--- src/common/seerd_pkg.sv ---
// shared constants and types of the serial memory read/poll client
package seerd_pkg;
	localparam int CLK_PERIOD_NS  = 25;
	localparam int WRITE_CYCLE_NS = 5000000;
	// shortest-time rounding: whole cycles, floor
	localparam int WRITE_CYCLES   = WRITE_CYCLE_NS / CLK_PERIOD_NS;
	localparam int ADDR_W         = 17;
	localparam int DATA_W         = 8;
	localparam int FIFO_DEPTH     = 8;
	localparam int FIFO_W         = ADDR_W + DATA_W;
	localparam int PAGE_BITS      = 7;
	// control byte field positions
	localparam int CTRL_CODE_LSB  = 4;
	localparam int CTRL_BLOCK_BIT = 3;
	localparam int CTRL_CS_HI_BIT = 2;
	localparam int CTRL_CS_LO_BIT = 1;
	localparam int CTRL_RW_BIT    = 0;
	localparam logic [3:0]  BITS_PER_BYTE = 4'h8;
	localparam logic [16:0] PTR_RST       = 17'h00000;
	localparam logic [7:0]  BYTE_RST      = 8'h00;

	typedef enum logic [2:0] {ST_IDLE, ST_RECV, ST_ACK, ST_SEND, ST_HACK} seerd_state_e;
	typedef enum logic [1:0] {PH_CTRL, PH_AHI, PH_ALO, PH_WDAT} seerd_phase_e;
endpackage : seerd_pkg

--- src/verilog/seerd_fifo.sv ---
// write-data fifo between the serial client and the memory array
module seerd_fifo #(
	parameter int WIDTH = seerd_pkg::FIFO_W,
	parameter int DEPTH = seerd_pkg::FIFO_DEPTH
) (
	input  wire logic             clk_in,
	input  wire logic             rst_in,
	input  wire logic             in_valid_in,
	input  wire logic [WIDTH-1:0] in_data_in,
	output logic                  in_ready_out,
	output logic                  out_valid_out,
	output logic      [WIDTH-1:0] out_data_out,
	input  wire logic             out_ready_in
);
	localparam int AW = $clog2(DEPTH);

	if (DEPTH < 2 || (1 << AW) != DEPTH) begin : g_bad_depth
		$error("fifo depth must be a power of two of at least two");
	end

	typedef struct packed {
		logic [DEPTH-1:0][WIDTH-1:0] mem;
		logic [AW-1:0]               wp;
		logic [AW-1:0]               rp;
		logic [AW:0]                 cnt;
	} seerd_fifo_s;

	seerd_fifo_s s_r;
	seerd_fifo_s s_nxt;
	logic        do_push;
	logic        do_pop;

	assign in_ready_out  = (s_r.cnt != (AW+1)'(DEPTH));
	assign out_valid_out = (s_r.cnt != '0);
	assign out_data_out  = s_r.mem[s_r.rp];

	always_comb begin
		s_nxt   = s_r;
		do_push = in_valid_in && in_ready_out;
		do_pop  = out_valid_out && out_ready_in;
		if (do_push) begin
			s_nxt.mem[s_r.wp] = in_data_in;
			s_nxt.wp          = s_r.wp + 1'b1;
		end
		if (do_pop) begin
			s_nxt.rp = s_r.rp + 1'b1;
		end
		s_nxt.cnt = s_r.cnt + (AW+1)'(do_push) - (AW+1)'(do_pop);
	end

	always_ff @(posedge clk_in or posedge rst_in) begin
		if (rst_in) begin
			s_r <= '0;
		end else begin
			s_r <= s_nxt;
		end
	end
endmodule // seerd_fifo

--- src/verilog/seerd_client.sv ---
// serial memory client: ack polling, current/random/sequential reads, write capture
module seerd_client #(
	parameter logic [3:0] DEV_TYPE_CODE = 4'h5, // arbitrary value
	parameter int         WRITE_CYCLES  = seerd_pkg::WRITE_CYCLES
) (
	input  wire logic                          clk_in,
	input  wire logic                          rst_in,
	input  wire logic                          scl_in,
	input  wire logic                          sda_in,
	output logic                               sda_out,
	output logic                               sda_oe_out,
	input  wire logic                          chip_select_high_pin_in,
	input  wire logic                          chip_select_low_pin_in,
	output logic                               rd_en_out,
	output logic [seerd_pkg::ADDR_W-1:0]       rd_addr_out,
	input  wire logic [seerd_pkg::DATA_W-1:0]  rd_data_in,
	output logic                               wr_valid_out,
	output logic [seerd_pkg::ADDR_W-1:0]       wr_addr_out,
	output logic [seerd_pkg::DATA_W-1:0]       wr_data_out,
	input  wire logic                          wr_ready_in,
	output logic                               write_busy_out
);
	localparam int CW = $clog2(WRITE_CYCLES + 1);
	if (WRITE_CYCLES < 1) begin : g_bad_wc
		$error("write cycle count must be at least one");
	end
	typedef struct packed {
		logic [1:0]              scl_sy;
		logic [1:0]              sda_sy;
		logic [1:0]              csh_sy;
		logic [1:0]              csl_sy;
		logic                    scl_q;
		logic                    sda_q;
		seerd_pkg::seerd_state_e st;
		seerd_pkg::seerd_phase_e ph;
		logic                    nxt_send;
		logic [3:0]              bitcnt;
		logic [7:0]              sh;
		logic [7:0]              ctrl;
		logic [7:0]              launch;
		logic [7:0]              ahi;
		logic [7:0]              tx;
		logic [16:0]             ptr;
		logic                    oe;
		logic                    wr_pend;
		logic                    busy;
		logic [CW-1:0]           wc_cnt;
		logic                    rd_en;
		logic                    rd_cap;
		logic                    push;
		logic [24:0]             push_data;
	} seerd_regs_s;
	seerd_regs_s s_r;
	seerd_regs_s s_nxt;
	logic        scl_s;
	logic        sda_s;
	logic        scl_rise;
	logic        scl_fall;
	logic        start_ev;
	logic        stop_ev;
	logic        fifo_ready;
	logic        ctrl_done;
	logic        addr_ok;
	logic        blocked;
	logic        byte_sent;
	logic        host_ack;
	logic        host_nack;
	// only the second sync stage and its history feed any logic
	assign scl_s    = s_r.scl_sy[1];
	assign sda_s    = s_r.sda_sy[1];
	assign scl_rise = scl_s && !s_r.scl_q;
	assign scl_fall = !scl_s && s_r.scl_q;
	assign start_ev = scl_s && s_r.scl_q && s_r.sda_q && !sda_s;
	assign stop_ev  = scl_s && s_r.scl_q && !s_r.sda_q && sda_s;
	// open drain: only ever pulls low
	assign sda_out        = 1'b0;
	assign sda_oe_out     = s_r.oe;
	assign rd_en_out      = s_r.rd_en;
	assign rd_addr_out    = s_r.ptr;
	assign write_busy_out = s_r.busy;
	always_comb begin
		s_nxt           = s_r;
		s_nxt.scl_sy    = {s_r.scl_sy[0], scl_in};
		s_nxt.sda_sy    = {s_r.sda_sy[0], sda_in};
		s_nxt.csh_sy    = {s_r.csh_sy[0], chip_select_high_pin_in};
		s_nxt.csl_sy    = {s_r.csl_sy[0], chip_select_low_pin_in};
		s_nxt.scl_q     = scl_s;
		s_nxt.sda_q     = sda_s;
		s_nxt.rd_en     = 1'b0;
		s_nxt.push      = 1'b0;
		s_nxt.rd_cap    = s_r.rd_en;
		ctrl_done       = 1'b0;
		byte_sent       = 1'b0;
		host_ack        = 1'b0;
		host_nack       = 1'b0;
		// type code and chip selects against straps
		addr_ok = (s_r.sh[7:seerd_pkg::CTRL_CODE_LSB] == DEV_TYPE_CODE)
			&& (s_r.sh[seerd_pkg::CTRL_CS_HI_BIT] == s_r.csh_sy[1])
			&& (s_r.sh[seerd_pkg::CTRL_CS_LO_BIT] == s_r.csl_sy[1]);
		// silent to the launching control byte
		blocked = s_r.busy && (s_r.sh[7:1] == s_r.launch[7:1]);
		// memory answers one cycle after the request
		if (s_r.rd_cap) begin
			s_nxt.tx = rd_data_in;
		end
		if (s_r.busy) begin
			s_nxt.wc_cnt = s_r.wc_cnt - 1'b1;
			if (s_r.wc_cnt == CW'(1)) begin
				s_nxt.busy = 1'b0;
			end
		end
		if (start_ev) begin
			// repeated start keeps a pending write; the pointer stays loaded
			s_nxt.st     = seerd_pkg::ST_RECV;
			s_nxt.ph     = seerd_pkg::PH_CTRL;
			s_nxt.bitcnt = 4'h0;
			s_nxt.oe     = 1'b0;
		end else if (stop_ev) begin
			// stop ends any transfer and frees the line
			s_nxt.st = seerd_pkg::ST_IDLE;
			s_nxt.oe = 1'b0;
			if (s_r.wr_pend) begin
				s_nxt.busy    = 1'b1;
				s_nxt.wc_cnt  = CW'(WRITE_CYCLES);
				s_nxt.wr_pend = 1'b0;
			end
		end else begin
			unique case (s_r.st)
				seerd_pkg::ST_IDLE: begin
				end
				seerd_pkg::ST_RECV: begin
					if (scl_rise && s_r.bitcnt != seerd_pkg::BITS_PER_BYTE) begin
						s_nxt.sh     = {s_r.sh[6:0], sda_s};
						s_nxt.bitcnt = s_r.bitcnt + 4'h1;
					end else if (scl_fall && s_r.bitcnt == seerd_pkg::BITS_PER_BYTE) begin
						s_nxt.st       = seerd_pkg::ST_ACK;
						s_nxt.oe       = 1'b1;
						s_nxt.nxt_send = 1'b0;
						unique case (s_r.ph)
							seerd_pkg::PH_CTRL: begin
								ctrl_done = 1'b1;
								s_nxt.ctrl = s_r.sh;
								if (!addr_ok || blocked) begin
									s_nxt.st = seerd_pkg::ST_IDLE;
									s_nxt.oe = 1'b0;
								end else if (s_r.sh[seerd_pkg::CTRL_RW_BIT]) begin
									s_nxt.nxt_send = 1'b1;
									s_nxt.rd_en    = 1'b1;
								end else begin
									s_nxt.ph = seerd_pkg::PH_AHI;
								end
							end
							seerd_pkg::PH_AHI: begin
								s_nxt.ahi = s_r.sh;
								s_nxt.ph  = seerd_pkg::PH_ALO;
							end
							seerd_pkg::PH_ALO: begin
								// high part first, then low byte
								s_nxt.ptr = {s_r.ctrl[seerd_pkg::CTRL_BLOCK_BIT], s_r.ahi, s_r.sh};
								s_nxt.ph  = seerd_pkg::PH_WDAT;
							end
							seerd_pkg::PH_WDAT: begin
								// a full fifo refuses the byte with no acknowledge
								if (fifo_ready) begin
									s_nxt.push      = 1'b1;
									s_nxt.push_data = {s_r.ptr, s_r.sh};
									s_nxt.ptr[seerd_pkg::PAGE_BITS-1:0] =
										s_r.ptr[seerd_pkg::PAGE_BITS-1:0] + 7'h01;
									s_nxt.wr_pend   = 1'b1;
									s_nxt.launch    = s_r.ctrl;
								end else begin
									s_nxt.st = seerd_pkg::ST_IDLE;
									s_nxt.oe = 1'b0;
								end
							end
						endcase
					end
				end
				seerd_pkg::ST_ACK: begin
					if (scl_fall) begin
						s_nxt.bitcnt = 4'h0;
						if (s_r.nxt_send) begin
							s_nxt.st = seerd_pkg::ST_SEND;
							s_nxt.oe = !s_r.tx[7];
						end else begin
							s_nxt.st = seerd_pkg::ST_RECV;
							s_nxt.oe = 1'b0;
						end
					end
				end
				seerd_pkg::ST_SEND: begin
					if (scl_fall) begin
						if (s_r.bitcnt == 4'h7) begin
							// step within the half; wrap; follow
							byte_sent = 1'b1;
							s_nxt.oe  = 1'b0;
							s_nxt.st  = seerd_pkg::ST_HACK;
							s_nxt.ptr = {s_r.ptr[16], s_r.ptr[15:0] + 16'h0001};
						end else begin
							s_nxt.bitcnt = s_r.bitcnt + 4'h1;
							s_nxt.tx     = {s_r.tx[6:0], 1'b0};
							s_nxt.oe     = !s_r.tx[6];
						end
					end
				end
				seerd_pkg::ST_HACK: begin
					if (scl_rise) begin
						if (!sda_s) begin
							// host ack asks for the next byte
							host_ack       = 1'b1;
							s_nxt.rd_en    = 1'b1;
							s_nxt.nxt_send = 1'b1;
							s_nxt.st       = seerd_pkg::ST_ACK;
						end else begin
							// no ack, keep the line released
							host_nack = 1'b1;
							s_nxt.st  = seerd_pkg::ST_IDLE;
						end
					end
				end
			endcase
		end
	end
	always_ff @(posedge clk_in or posedge rst_in) begin
		if (rst_in) begin
			s_r        <= '0;
			s_r.scl_sy <= 2'h3;
			s_r.sda_sy <= 2'h3;
			s_r.scl_q  <= 1'b1;
			s_r.sda_q  <= 1'b1;
			s_r.ptr    <= seerd_pkg::PTR_RST;
			s_r.tx     <= seerd_pkg::BYTE_RST;
		end else begin
			s_r <= s_nxt;
		end
	end
	seerd_fifo #(
		.WIDTH(seerd_pkg::FIFO_W),
		.DEPTH(seerd_pkg::FIFO_DEPTH)
	) u_wr_fifo (
		.clk_in        (clk_in),
		.rst_in        (rst_in),
		.in_valid_in   (s_r.push),
		.in_data_in    (s_r.push_data),
		.in_ready_out  (fifo_ready),
		.out_valid_out (wr_valid_out),
		.out_data_out  ({wr_addr_out, wr_data_out}),
		.out_ready_in  (wr_ready_in)
	);
endmodule // seerd_client

--- config.mk ---
export PLATFORM = sky130hd
export DESIGN_NAME = seerd_client
export DESIGN_NICKNAME = d
export VERILOG_FILES = /design/src/common/seerd_pkg.sv /design/src/verilog/seerd_fifo.sv /design/src/verilog/seerd_client.sv
export SDC_FILE = /design/constraint.sdc
export NUM_CORES = 1
export LEC_CHECK = 0
export BUFFER_PORTS_ARGS = -buffer_cell sky130_fd_sc_hd__buf_2
export CORE_ASPECT_RATIO = 0.8
export CORE_MARGIN = 8
export CORE_UTILIZATION = 62
export DETAILED_ROUTE_END_ITERATION = 10
export GPL_TIMING_DRIVEN = 0
export PLACE_DENSITY_LB_ADDON = 0.3
export SLEW_MARGIN = 25
export SYNTH_ARGS = -nofsm -noshare
export SYNTH_HDL_FRONTEND = slang
export SYNTH_HIERARCHICAL = 1
export SYNTH_SLANG_ARGS = --single-unit
--- constraint.sdc ---
create_clock -name clk_in -period 9.45 [get_ports clk_in]
set_input_delay 1.89 -clock clk_in [delete_from_list [all_inputs] [get_ports clk_in]]
set_output_delay 1.89 -clock clk_in [all_outputs]
set_load 0.005 [all_outputs]
==> Word-level counts from Yosys, hierarchy flattened <==
Index checks and enable logic that the tools add are counted.
{ "classes": {"bitwise_logic": 4, "n_eq_ne": 40, "order_cmp": 3, "n_addsub": 8, "n_mux": 86, "reduce_logical": 50} }
{ "op_table": {"columns": ["cell", "n"], "rows": [
  ["two-way mux 26 bit", 8],
  ["bitwise mux 200 bit", 1],
  ["two-way mux 19 bit", 5],
  ["binary-select mux 25 bit (select 3 bit)", 1],
  ["demux 25 bit (select 3 bit)", 1],
  ["two-way mux 25 bit", 3],
  ["two-way mux 64 bit", 1],
  ["two-way mux 8 bit", 7],
  ["two-way mux 24 bit", 2],
  ["AND reduction 7 bit", 5],
  ["case mux 17 bit (2 select lines)", 1],
  ["two-way mux 32 bit", 1],
  ["inequality test 4 bit (second input constant)", 8],
  ["AND reduction 6 bit", 4],
  ["two-way mux 1 bit", 21],
  ["two-way mux 20 bit", 1],
  ["== test 18 x 1 -> 1 bit (second input constant)", 1],
  ["two-way mux 3 bit", 6],
  ["inequality test 2 bit (second input constant)", 9],
  ["inequality test 3 bit (second input constant)", 6],
  ["subtractor 18 x 1 -> 18 bit (second input constant)", 1],
  ["adder 16 x 1 -> 16 bit (second input constant)", 1],
  ["two-way mux 16 bit", 1],
  ["two-way mux 4 bit", 4],
  ["45 further kinds", 92]
]} }
{ "totals": {"out_inout_bits": 47, "elab_cells": 228, "input_bits": 15, "ff_bits": 336} }

==> Longest topological paths before layout <==
{ "depth": {"depth_word": 12, "ltp_mapped": 11, "mapped_depth_nobuf": 11} }

==> Cells and area by module <==
The synthesis kept the hierarchy.
{ "by_module_without_submodules": {"columns": ["mod", "cells_each", "area_per_inst_um2", "instances"], "rows": [
  ["seerd_fifo", 564, 9562.9, 1],
  ["seerd_client", 550, 6042.0, 1]
]} }

==> Least setup slack after synthesis <==
Ideal clock, no wire load.
{ "synth_path": {"kind": "reg-to-output", "startpoint": "register u_wr_fifo/s_r[4] (netlist bit)", "endpoint": "output wr_addr_out[10] (netlist bit)", "arrival_ns": 1.586, "required_ns": 7.560, "stages_incl_launch_ff": 5, "path_slack_ns": 5.974, "n_path_buf": 2, "path_cell_list": "dfrtp_1 -> buf_2 -> buf_2 -> mux4_2 -> mux2_2"} }
{ "synth_between": {"elab_chain_cells": 2} }
{ "synth_rtl": {"columns": ["element", "line", "text"], "rows": [
  ["start, declared", "seerd_fifo.sv:28", "seerd_fifo_s s_r;"],
  ["start signal, assigned", "seerd_fifo.sv:55", "s_r <= s_nxt;"],
  ["binary-select mux 25 bit (select 3 bit)", "seerd_fifo.sv:35", "assign out_data_out = s_r.mem[s_r.rp];"],
  ["two-way mux 25 bit (implied by the code)", "seerd_fifo.sv:35", null],
  ["end, declared", "seerd_client.sv:18", "output logic [seerd_pkg::ADDR_W-1:0] wr_addr_out,"]
]} }
No other way between the ends. The select of a mux whose other input is x is not followed.

==> Worst setup path in the final report <==
{ "layout_path": {"startpoint": "register u_wr_fifo/s_r[4] (netlist bit)", "endpoint": "output wr_addr_out[13] (netlist bit)"} }
The elaborated chain is that of the path after synthesis.

==> metrics.txt <==
Unique masters post-synth 77; Avg WL per Cell 22.0 um; Synth Register Bits 334; core area 0.0250 mm2; Worst EP arrival 2.71 ns; root buffer cell clkbuf_16; Primary FF master, synth dfrtp_1; Critical Path Max Stage Delay 0.39 ns; commonest non-fill, non-tap cell in the layout dfrtp_1; worst vdd ir 0.144 mV; Crit Path Category flop to primary output; # diodes 0; syn avg cell area 14.0 um2; startpoint type of the worst setup path flop; Total Power 3.20 mW; register area share after synthesis 53.6%; delay-heaviest family, CP buffers and inverters; pin count of the biggest net entering global routing 91; Worst-Margin Slew 0.802 ns; CTS Buffer Depth 3; via/cell ratio 6.09; Synth Warn # 6; worst slack, placed 5.43 ns; Util after Layout 69.7%; Pwr Density 184 mW/mm2; P&R area growth vs syn 11.6%; Routed Antenna Nets 0; vias in the first global route 9976; post-cts resize count 0; Worst path most repeated cell buf_2; number of flops mapped to enable cells by yosys 0; setup TNS 0 ns; CP cell instances buf_2 -> buf_2 -> buf_2 -> mux4_2 -> mux2_2 -> buf_2; LEAKAGE 8.53 nW; CP Buf/Inv Count 4; gpl congestion 0.897; Congestion Overflow GR 0; Die Wd 193 um; hold buffers post-CTS 0; final setup margin 4.85 ns; status complete, no violations; CTS buffer count 31; unrepaired setup endpoints after global routing false; Final Hold Fails 0; crit end category primary output; final non-filler cell area 0.0174 mm2; first-pass GRT wire length 56600 um; synthesized cell area 0.0156 mm2; DRC 0; Syn Inst Count 1114; clk_lat worst skew 0.56 ns; starting DRC count in detailed routing 713; initial core utilization 62.5%; GRT Util Overall 23.1%; TritonRoute pass-1 iters 5; routed wire length 34300 um; Period minus WS final 4.60 ns; Slew headroom 46.6%; port buffer count 60; commonest non-fill, non-tap cells in the layout dfrtp_1, mux2_2, buf_2, mux4_2, nor2_1; Die H 158 um; Die ar. 0.0305 mm2; final setup vio count 0; Worst Skew 0.0236 ns; final worst path period share 48.6%; worst-path fanout max 10; CP required 7.56 ns; Worst-path clk slew 0.06 ns; CTS tree built; placed cell area 0.0164 mm2; Achievable Freq 218 MHz; Final Slew Violations 0; Final nets 1243; row count 52; CTS sink cnt 334; Post-synth ARST share 100%; CP max stage cell buf_2; max-cap check violation count 0; initial antenna violation count 0; IO Count 62; worst hold-check path type flop to flop; total number of vias 9489; syn_nets 1147; H-tree Lvls 1; share of cells above drive strength 1 43.6%; Post-CTS Setup Inserts 0; DPL Wire Length 22800 um
per-layer routing:
| layer | part of all wire (%) | track usage (%) | wire length [um] | vias up |
|---|---|---|---|---|
| met5 | 0 | 0 | 0 | - |
| met4 | 1.5 | 4.43 | 511 | 0 |
| met3 | 4.4 | 3.59 | 1510 | 38 |
| met2 | 47 | 37.3 | 16000 | 215 |
| met1 | 47 | 33.4 | 16200 | 4979 |
| li1 | - | - | - | 4257 |
registers in the layout, summed over array words and instances (netlist names):
| register | cells |
|---|---|
| rd_addr_out | 17 |
| rd_en_out | 1 |
| s_nxt | 6 |
| s_r | 98 |
| sda_oe_out | 1 |
| u_wr_fifo/s_r | 210 |
| write_busy_out | 1 |
cell families after synthesis:
kind of cell             count (synthesis)  synth area share, %
multiplexers                           342                 28.7
AND/OR/NAND/NOR                        183                 6.57
other                                    1               0.0240
AO/OA/AOI/OAI                          107                 4.38
flip-flops                             334                 53.6
XOR/XNOR                                31                 1.74
adder cells (fa/ha/maj)                 18                 1.49
buffers and inverters                   98                 3.50
final timing paths:
check | from | endpoint | slack, ns | cells past startpoint
min in group asynchronous | rst_in | s_r[16] | 1.34 | 2
max | u_wr_fifo/s_r[4] | wr_addr_out[13] | 4.85 | 6
max in group asynchronous | rst_in | u_wr_fifo/s_r[12] | 6.91 | 4
min | s_nxt[119] | s_r[119] | 0.35 | 0
min reg2reg | s_nxt[119] | s_r[119] | 0.35 | 0
max reg2reg | u_wr_fifo/s_r[2] | u_wr_fifo/s_r[2] | 6.97 | 10
stage by stage:
step / hold slack, ns / cells
final: 0.351 / 1557
after global routing: 0.359 / 1557
after CTS: 0.352 / 1557
after detailed placement: 0.338 / 1501
after global placement: 0.338 / 1498
after floorplan: 0.331 / 1114
synthesized netlist by cell type (12+ instances only):
cell type | n | area share [%]
a21oi_1 | 26 | 0.83
ha_1 | 17 | 1.4
mux2_2 | 261 | 19
buf_2 | 30 | 0.96
buf_4 | 25 | 1.2
xnor2_1 | 19 | 1.1
dfrtp_1 | 328 | 53
inv_1 | 25 | 0.60
mux4_2 | 50 | 7.2
nand2_1 | 44 | 1.1
mux2_4 | 20 | 1.9
o21ai_0 | 31 | 0.99
xor2_1 | 12 | 0.67
nor2_1 | 45 | 1.1
nand3_1 | 19 | 0.61
report_power, final:
group / switching, mW / total [mW] / internal, mW
clock: 0.527 / 1.21 / 0.688
sequential: 0.0376 / 1.50 / 1.47
combinational: 0.292 / 0.480 / 0.188
total: 0.857 / 3.20 / 2.34
area by class of cell:
cell class / count / area (um2)
sequential: 334 / 8370
fill: 1722 / 7570
multi-input combinational: 682 / 6690
clock buffer: 47 / 946
buffer: 72 / 449
tap: 324 / 405
timing repair buffer: 63 / 383
inverter: 26 / 113
clock inverter: 9 / 55.1
Power figures use the tool's default switching activity.
